### config.mk
export PLATFORM = sky130hd
export DESIGN_NAME = clock_source_select_fault_regs
export DESIGN_NICKNAME = d
export VERILOG_FILES = /design/src/verilog/clock_source_select_fault_regs.v
export VERILOG_INCLUDE_DIRS = /design/src /design/src/verilog
export SDC_FILE = /design/constraint.sdc
export NUM_CORES = 1
export LEC_CHECK = 0
export BUFFER_PORTS_ARGS = -buffer_cell sky130_fd_sc_hd__buf_2
export CAP_MARGIN = 40
export CORE_MARGIN = 4
export CORE_UTILIZATION = 40
export DETAILED_ROUTE_END_ITERATION = 10
export MAX_ROUTING_LAYER = met4
export PLACE_DENSITY = 0.72
export SYNTH_ARGS = -nofsm -noshare
export SYNTH_HDL_FRONTEND = slang
export SYNTH_SLANG_ARGS = --single-unit
export TNS_END_PERCENT = 30
### constraint.sdc
create_clock -name clk -period 2.44 [get_ports clk]
set_clock_uncertainty 0.1 [all_clocks]
set_input_delay 0.488 -clock clk [delete_from_list [all_inputs] [get_ports clk]]
set_output_delay 0.488 -clock clk [all_outputs]
set_load 0.01 [all_outputs]
### src/verilog/clock_select_defs.vh
`ifndef CLOCK_SELECT_DEFS_VH
`define CLOCK_SELECT_DEFS_VH

// ****************************************************************
// Register byte addresses on the AXI4-Lite slave.
// ****************************************************************
`define ADDR_SRC_DIV_CTRL   4'h0
`define ADDR_OSC_RANGE_CTRL 4'h4
`define ADDR_INT_ENABLE     4'h8
`define ADDR_INT_FLAG       4'hC

// ****************************************************************
// Field positions.
// ****************************************************************
`define MAIN_SEL_HI   7
`define MAIN_SEL_LO   6
`define MAIN_DIV_HI   5
`define MAIN_DIV_LO   4
`define SUB_SEL_BIT   3
`define SUB_DIV_HI    2
`define SUB_DIV_LO    1
`define DCO_RES_BIT   0
`define XT2_RANGE_HI  7
`define XT2_RANGE_LO  6
`define LF_SRC_HI     5
`define LF_SRC_LO     4
`define CAP_HI        3
`define CAP_LO        2
`define XT2_FAULT_BIT 1
`define LF_FAULT_BIT  0
`define OSC_FAULT_BIT 1

// ****************************************************************
// Reset values.
// ****************************************************************
`define SRC_DIV_RESET   8'h00
`define RANGE_RESET     6'h01
`define INT_REG_RESET   8'h00
`define OSC_FLAG_RESET  1'b1

// ****************************************************************
// Source codes and bus responses.
// ****************************************************************
`define SRC_DCO    2'h0
`define SRC_XT2    2'h1
`define SRC_LF     2'h2
`define RESP_OKAY  2'h0
`define RESP_SLVERR 2'h2

`endif

### src/verilog/clock_source_select_fault_regs.v
// Added by the designer: the address map and the AXI4-Lite slave port.
`timescale 1ns/1ps
`default_nettype none
`include "clock_select_defs.vh"

module clock_source_select_fault_regs (
    // Clock and reset.
    input  wire        clk,
    input  wire        rst,
    // AXI4-Lite write channels.
    input  wire [3:0]  s_axi_awaddr,
    input  wire        s_axi_awvalid,
    output reg         s_axi_awready,
    input  wire [31:0] s_axi_wdata,
    input  wire [3:0]  s_axi_wstrb,
    input  wire        s_axi_wvalid,
    output reg         s_axi_wready,
    output reg  [1:0]  s_axi_bresp,
    output reg         s_axi_bvalid,
    input  wire        s_axi_bready,
    // AXI4-Lite read channels.
    input  wire [3:0]  s_axi_araddr,
    input  wire        s_axi_arvalid,
    output reg         s_axi_arready,
    output reg  [31:0] s_axi_rdata,
    output reg  [1:0]  s_axi_rresp,
    output reg         s_axi_rvalid,
    input  wire        s_axi_rready,
    // Oscillator side.
    input  wire        xt2_present,
    input  wire        xt2_on,
    input  wire        xt2_bad,
    input  wire        lf_on,
    input  wire        lf_bad,
    input  wire        low_freq_high_mode_sel,
    input  wire        dco_tick,
    input  wire        xt2_tick,
    input  wire        lf_tick,
    input  wire        nmi_grant,
    // Clock outputs and configuration.
    output reg         main_clock_en,
    output reg         sub_system_clock_en,
    output reg         dco_resistor_sel,
    output reg  [1:0]  second_crystal_range,
    output reg  [1:0]  low_freq_source_range,
    output reg         low_freq_vlo_sel,
    output reg  [1:0]  crystal_load_cap_sel,
    output reg         osc_fault_irq
);

    // ****************************************************************
    // Register state.
    // ****************************************************************
    reg [7:0] src_div_q;
    reg [5:0] range_q;
    reg [7:0] ie_q;
    reg [7:0] ifg_q;
    reg       xt2_fault_q;
    reg       lf_fault_q;
    reg       aw_hold_q;
    reg [3:0] aw_addr_q;
    reg       w_hold_q;
    reg [7:0] w_data_q;
    reg       w_strb_q;

    wire      xt2_fault_now = xt2_on & xt2_bad;
    wire      lf_fault_now  = lf_on & lf_bad;
    wire      do_write      = aw_hold_q & w_hold_q & ~s_axi_bvalid;
    wire      write_hit     = (aw_addr_q == `ADDR_SRC_DIV_CTRL) |
                              (aw_addr_q == `ADDR_OSC_RANGE_CTRL) |
                              (aw_addr_q == `ADDR_INT_ENABLE) |
                              (aw_addr_q == `ADDR_INT_FLAG);

    // Maps a source select code to the underlying tick.
    function pick_tick;
        input [1:0] code;
        input       dco;
        input       xt2;
        input       lf;
        begin
            case (code)
                `SRC_DCO: pick_tick = dco;
                `SRC_XT2: pick_tick = xt2;
                default:  pick_tick = lf;
            endcase
        end
    endfunction

    // Decodes a crystal source choice into a source code.
    function [1:0] crystal_code;
        input has_xt2;
        begin
            crystal_code = has_xt2 ? `SRC_XT2 : `SRC_LF;
        end
    endfunction

    // Divide-by-1/2/4/8 enable from a free counter.
    function div_hit;
        input [1:0] code;
        input [2:0] cnt;
        begin
            case (code)
                2'h0:    div_hit = 1'b1;
                2'h1:    div_hit = cnt[0];
                2'h2:    div_hit = &cnt[1:0];
                default: div_hit = &cnt;
            endcase
        end
    endfunction

    // ****************************************************************
    // AXI4-Lite write path.
    // ****************************************************************
    always @(posedge clk) begin
        if (rst) begin
            aw_hold_q     <= 1'b0;
            aw_addr_q     <= 4'h0;
            w_hold_q      <= 1'b0;
            w_data_q      <= 8'h00;
            w_strb_q      <= 1'b0;
            s_axi_awready <= 1'b0;
            s_axi_wready  <= 1'b0;
            s_axi_bvalid  <= 1'b0;
            s_axi_bresp   <= `RESP_OKAY;
        end else begin
            s_axi_awready <= ~aw_hold_q & ~s_axi_awready & s_axi_awvalid;
            s_axi_wready  <= ~w_hold_q & ~s_axi_wready & s_axi_wvalid;
            if (s_axi_awvalid & s_axi_awready) begin
                aw_hold_q <= 1'b1;
                aw_addr_q <= s_axi_awaddr;
            end
            if (s_axi_wvalid & s_axi_wready) begin
                w_hold_q <= 1'b1;
                w_data_q <= s_axi_wdata[7:0];
                w_strb_q <= s_axi_wstrb[0];
            end
            if (do_write) begin
                aw_hold_q    <= 1'b0;
                w_hold_q     <= 1'b0;
                s_axi_bvalid <= 1'b1;
                s_axi_bresp  <= write_hit ? `RESP_OKAY : `RESP_SLVERR;
            end else if (s_axi_bvalid & s_axi_bready) begin
                s_axi_bvalid <= 1'b0;
            end
        end
    end

    // ****************************************************************
    // Control, enable and flag registers.
    // ****************************************************************
    always @(posedge clk) begin
        if (rst) begin
            src_div_q   <= `SRC_DIV_RESET;
            range_q     <= `RANGE_RESET;
            ie_q        <= `INT_REG_RESET;
            ifg_q       <= `INT_REG_RESET;
            ifg_q[`OSC_FAULT_BIT] <= `OSC_FLAG_RESET;
            xt2_fault_q <= 1'b0;
            lf_fault_q  <= 1'b1;
        end else begin
            xt2_fault_q <= xt2_fault_now;
            lf_fault_q  <= lf_fault_now;
            if (do_write & w_strb_q) begin
                case (aw_addr_q)
                    `ADDR_SRC_DIV_CTRL:   src_div_q <= w_data_q;
                    // Fault bits are not stored from the bus.
                    `ADDR_OSC_RANGE_CTRL: range_q <= w_data_q[7:2];
                    `ADDR_INT_ENABLE:     ie_q <= w_data_q;
                    `ADDR_INT_FLAG:       ifg_q <= w_data_q;
                    default:              ;
                endcase
            end
            // Grant clears the enable, but the flag stays for software.
            if (nmi_grant)
                ie_q[`OSC_FAULT_BIT] <= 1'b0;
            // A fault in the same cycle as a software clear wins.
            if (xt2_fault_now | lf_fault_now)
                ifg_q[`OSC_FAULT_BIT] <= 1'b1;
        end
    end

    // ****************************************************************
    // AXI4-Lite read path.
    // ****************************************************************
    always @(posedge clk) begin
        if (rst) begin
            s_axi_arready <= 1'b0;
            s_axi_rvalid  <= 1'b0;
            s_axi_rdata   <= 32'h00000000;
            s_axi_rresp   <= `RESP_OKAY;
        end else begin
            s_axi_arready <= ~s_axi_arready & ~s_axi_rvalid & s_axi_arvalid;
            if (s_axi_arvalid & s_axi_arready) begin
                s_axi_rvalid <= 1'b1;
                s_axi_rresp  <= `RESP_OKAY;
                case (s_axi_araddr)
                    `ADDR_SRC_DIV_CTRL:   s_axi_rdata <= {24'h000000, src_div_q};
                    `ADDR_OSC_RANGE_CTRL: s_axi_rdata <= {24'h000000, range_q,
                                                          xt2_fault_q, lf_fault_q};
                    `ADDR_INT_ENABLE:     s_axi_rdata <= {24'h000000, ie_q};
                    `ADDR_INT_FLAG:       s_axi_rdata <= {24'h000000, ifg_q};
                    default: begin
                        s_axi_rdata <= 32'h00000000;
                        s_axi_rresp <= `RESP_SLVERR;
                    end
                endcase
            end else if (s_axi_rvalid & s_axi_rready) begin
                s_axi_rvalid <= 1'b0;
            end
        end
    end

    // ****************************************************************
    // Source selection and glitch-free switching.
    // ****************************************************************
    reg  [1:0] main_cur_q;
    reg        main_wait_q;
    reg  [1:0] sub_cur_q;
    reg        sub_wait_q;
    reg  [2:0] main_cnt_q;
    reg  [2:0] sub_cnt_q;
    reg  [1:0] main_want;
    reg        main_crystal;
    wire [1:0] sub_want;
    wire       main_fault;
    wire       main_tick;
    wire       sub_tick;

    always @* begin
        main_crystal = 1'b0;
        case (src_div_q[`MAIN_SEL_HI:`MAIN_SEL_LO])
            2'h0, 2'h1: main_want = `SRC_DCO;
            2'h2: begin
                main_want    = crystal_code(xt2_present);
                main_crystal = 1'b1;
            end
            default: begin
                main_want    = `SRC_LF;
                main_crystal = 1'b1;
            end
        endcase
    end

    // A crystal in fault drops the main clock to the DCO; stored bits stay.
    assign main_fault = main_crystal &
                        ((main_want == `SRC_XT2) ? xt2_fault_now : lf_fault_now);
    assign sub_want   = src_div_q[`SUB_SEL_BIT] ? crystal_code(xt2_present)
                                                : `SRC_DCO;
    assign main_tick  = pick_tick(main_cur_q, dco_tick, xt2_tick, lf_tick);
    assign sub_tick   = pick_tick(sub_cur_q, dco_tick, xt2_tick, lf_tick);

    // On a change the old source ends its cycle (a main-clock fault skips this), the output is held
    // until the new source ticks, and then that source takes over.
    always @(posedge clk) begin
        if (rst) begin
            main_cur_q          <= `SRC_DCO;
            main_wait_q         <= 1'b0;
            sub_cur_q           <= `SRC_DCO;
            sub_wait_q          <= 1'b0;
            main_cnt_q          <= 3'h0;
            sub_cnt_q           <= 3'h0;
            main_clock_en       <= 1'b0;
            sub_system_clock_en <= 1'b0;
        end else begin
            main_clock_en       <= 1'b0;
            sub_system_clock_en <= 1'b0;
            if (main_wait_q) begin
                if (pick_tick(main_fault ? `SRC_DCO : main_want,
                              dco_tick, xt2_tick, lf_tick)) begin
                    main_cur_q  <= main_fault ? `SRC_DCO : main_want;
                    main_wait_q <= 1'b0;
                end
            end else if ((main_fault ? `SRC_DCO : main_want) != main_cur_q) begin
                main_wait_q <= main_tick | main_fault;
            end else if (main_tick) begin
                main_cnt_q    <= main_cnt_q + 3'h1;
                main_clock_en <= div_hit(src_div_q[`MAIN_DIV_HI:`MAIN_DIV_LO],
                                         main_cnt_q);
            end
            if (sub_wait_q) begin
                if (pick_tick(sub_want, dco_tick, xt2_tick, lf_tick)) begin
                    sub_cur_q  <= sub_want;
                    sub_wait_q <= 1'b0;
                end
            end else if (sub_want != sub_cur_q) begin
                sub_wait_q <= sub_tick;
            end else if (sub_tick) begin
                sub_cnt_q           <= sub_cnt_q + 3'h1;
                sub_system_clock_en <= div_hit(src_div_q[`SUB_DIV_HI:`SUB_DIV_LO],
                                               sub_cnt_q);
            end
        end
    end

    // ****************************************************************
    // Configuration outputs and interrupt.
    // ****************************************************************
    always @(posedge clk) begin
        if (rst) begin
            dco_resistor_sel      <= 1'b0;
            second_crystal_range  <= 2'h0;
            low_freq_source_range <= 2'h0;
            low_freq_vlo_sel      <= 1'b0;
            crystal_load_cap_sel  <= 2'h1;
            osc_fault_irq         <= 1'b0;
        end else begin
            dco_resistor_sel      <= src_div_q[`DCO_RES_BIT];
            second_crystal_range  <= range_q[5:4];
            // Range code only counts in high mode, source choice in low mode.
            low_freq_source_range <= low_freq_high_mode_sel ? range_q[3:2] : 2'h0;
            low_freq_vlo_sel      <= ~low_freq_high_mode_sel &
                                     (range_q[3:2] == 2'h2);
            crystal_load_cap_sel  <= range_q[1:0];
            osc_fault_irq         <= ie_q[`OSC_FAULT_BIT] & ifg_q[`OSC_FAULT_BIT] &
                                     ~nmi_grant;
        end
    end

endmodule

`default_nettype wire
==> qor.txt <==
Final HPWL DP: 5.60 mm
Leakage power: 0.00179 uW
Vias in the first global route: 2675
Layout cells sized above 1: 0.217
Clock share of power: 0.464
PwrDens: 707 nW/um^2
Switching share of total power: 0.207
Vias after detailed routing: 2735
Drt total wl: 7.62 mm
Largest family of logic cells by synthesized area: simple AND/OR/NAND/NOR gates
Xor/xnor share of the synthesized area: 0.00724
Highest metal used: met4
Grt ovf: 0
Placement Setup Slack: 324 ps
FILL cells: 829
Hold-fix buffers at CTS: 0
TritonCTS clock tree: built
Nets: 503
Mapped Area: 3630 sq um
Synth Register Bits: 85
Least-Margin Pin Slew: 504 ps
Met3 wire length: 467 microns
All-Layer GR Usage: 0.156
Largest net degree at the start of global routing: 30
Synth top area share: 0.469
DR iter-0 viols: 124
CTS buffer count: 9
Max-Cap Viols: 0
Achievable Freq: 500 MHz
Peak supply drop: 0.268 mV
Startpoint Class: flop
Die ar.: 10700 sq um
Die height: 103 microns
First-pass GRT wire length: 12.5 mm
Clk Latency, worst-skew pair: 350 ps
Crit path max fanout: 8
Clock buffer depth: 2
Worst setup margin: 442 ps
Crit end category: flop
Area leader, netlist: dfxtp_1
Yosys warnings: 0
Post-layout power: 2980 uW
Buffers on Ports: 59
M1 wire length: 3.41 mm
Placed instance count: 535
Comb power frac: 0.056
TNS Setup: 0 ps
Period utilisation layout: 0.819
Post-synth EDFFs: 0
Final worst path period need: 2000 ps
Critical path type: reg -> reg
Worst-path clk slew: 80 ps
Core area: 8760 sq um
Slew Limit Fails: 0
Simple-gate area share of the yosys netlist: 0.206
Post-CTS sizing: 0
Synth Area in Compound Gates: 0.0852
DRT antenna net count: 0
Switching power: 617 uW
I/O pin cnt: 113
Layout area overhead: 16.3%
Top-count cell post-synth: dfxtp_1
Setup violators final: 0
Critical-path cell list: and3b_1 -> and3_4 -> nand3_4 -> mux2_4 -> or3_1
DP Area: 3930 sq um
DRC viols: 0
Sink Count: 85
Critical Path AT: 2140 ps
Status: finished clean
Max incr delay on CP: 350 ps
Hold WC Path Type: in -> reg
# Post-CTS Setup Buffers: 0
P_int: 2370 uW
DIE WIDTH: 103 microns
Design area: 4220 sq um
Worst slew margin: 0.663
CP max-delay cell: and3b_1
Met2 Routed Length: 3.64 mm
Wire per inst: 13.8 microns
Cell count after synthesis: 380
Initial core utilization: 0.414
Vias per Instance: 4.96
Root Buffer: clkbuf_8
Cell Rows: 34
Seq/Total Area, Yosys: 0.469
Post-synthesis adder-cell area fraction: 0.0138
Prevailing post-synth register cell: dfxtp_1
CP required: 2580 ps
Post-synth top cells: dfxtp_1, nand2_1, nor2_1
Initial antenna violation count: 0
Top area cells in the synthesized netlist: dfxtp_1, mux2i_1, buf_4, nand2_1, mux4_2
Final RePlAce weighted congestion: 0.853
Antenna Cells: 0
Asr flop ratio synth: 0
Drt first pass iters: 4
Final-report hold violation count: 0
Syn Area/Cell: 9.55 sq um
Synth unique cells: 45
Unrepaired setup endpoints after global routing: false
Mux cell area share after synthesis: 0.140
Sequential share of power: 0.480
Layout Cells excl Fill: 551
H-tree depth: 3
placed cells by master (no fill, tap or decap), types with 2 or more instances in the layout:
cell type	count
o31ai_1	2
nor3_1	9
and3b_1	4
nand3b_1	2
ha_1	4
and2_1	3
o21ai_0	4
nor4b_1	4
nand4_1	2
nand2_1	51
bufinv_16	5
nand2b_1	7
nor2_1	40
nor2b_1	6
nor3b_1	4
a21oi_1	29
buf_2	59
buf_4	6
mux4_2	8
xor2_1	2
conb_1	26
nand3_1	6
a211oi_1	2
dfxtp_1	85
inv_1	5
a22oi_1	8
or3_1	3
mux2i_1	30
clkbuf_8	9
metal layers:
| metal | global-route usage | up-vias |
|---|---|---|
| li1 | - | 1377 |
| met1 | 0.194 | 1270 |
| met2 | 0.250 | 77 |
| met3 | 0.0396 | 11 |
| met4 | 0.0478 | 0 |
| met5 | - | - |
critical path: cells and delay by family, from the launching register on:
| family | cells | cell delay (ps) |
|---|---|---|
| DFF | 1 | 330 |
| muxes | 1 | 340 |
| and+or+nand+nor | 4 | 1120 |
worst paths after layout:
check                                 start                             endpoint  slack [ps]  cells after the start
setup / recovery  s_axi_bvalid$_SDFFE_PP0P_                ifg_q[1]$_SDFFE_PP1P_         440                      5
hold / removal                    nmi_grant                 ie_q[1]$_SDFFE_PP0P_         210                      2
setup reg to reg  s_axi_bvalid$_SDFFE_PP0P_                ifg_q[1]$_SDFFE_PP1P_         440                      5
hold reg to reg     range_q[2]$_SDFFE_PP0P_  low_freq_source_range[0]$_SDFF_PP0_         360                      2
cell type report:
type | instances | area [sq um] | area share
clock buffers | 10 | 128 | 0.0303
multi-input cells | 272 | 1740 | 0.411
well taps | 108 | 135 | 0.0320
repair buffers | 65 | 340 | 0.0807
clock inverters | 6 | 159 | 0.0377
inverters | 5 | 18.8 | 0.00445
flip-flops and latches | 85 | 1700 | 0.403
metrics by stage:
step           utilization  hold WS, ps
5_1_grt              0.481          184
3_5_place_dp         0.449          343
6_report             0.481          206
2_1_floorplan            -          316
3_3_place_gp         0.449          334
4_1_cts              0.481          189
kinds of logic (layout without fill, tap and decap cells):
group / count (synthesis) / after routing
buffers and inverters: 48 / 86
AND/OR/NAND/NOR: 148 / 148
flip-flops: 85 / 85
multiplexers: 40 / 40
AO/OA/AOI/OAI: 51 / 51
XOR/XNOR: 3 / 3
other: 1 / 26
adder cells (fa/ha/maj): 4 / 4
flip-flops by register name, indices dropped and copies added (netlist names), 2 cells and up:
signal	count
ie_q	8
ifg_q	8
s_axi_rdata	8
src_div_q	8
w_data_q	8
range_q	6
aw_addr_q	4
main_cnt_q	3
sub_cnt_q	3
crystal_load_cap_sel	2
low_freq_source_range	2
main_cur_q	2
second_crystal_range	2
sub_cur_q	2
power groups by stage:
stage	clock network (uW)	logic (uW)	registers (uW)
after floorplan	0	138	1460
after global placement	0	163	1460
after detailed placement	0	168	1460
after CTS	1400	169	1430
after global routing	1470	191	1440
final	1380	167	1430
No activity file was read; power rests on OpenSTA's default activity.
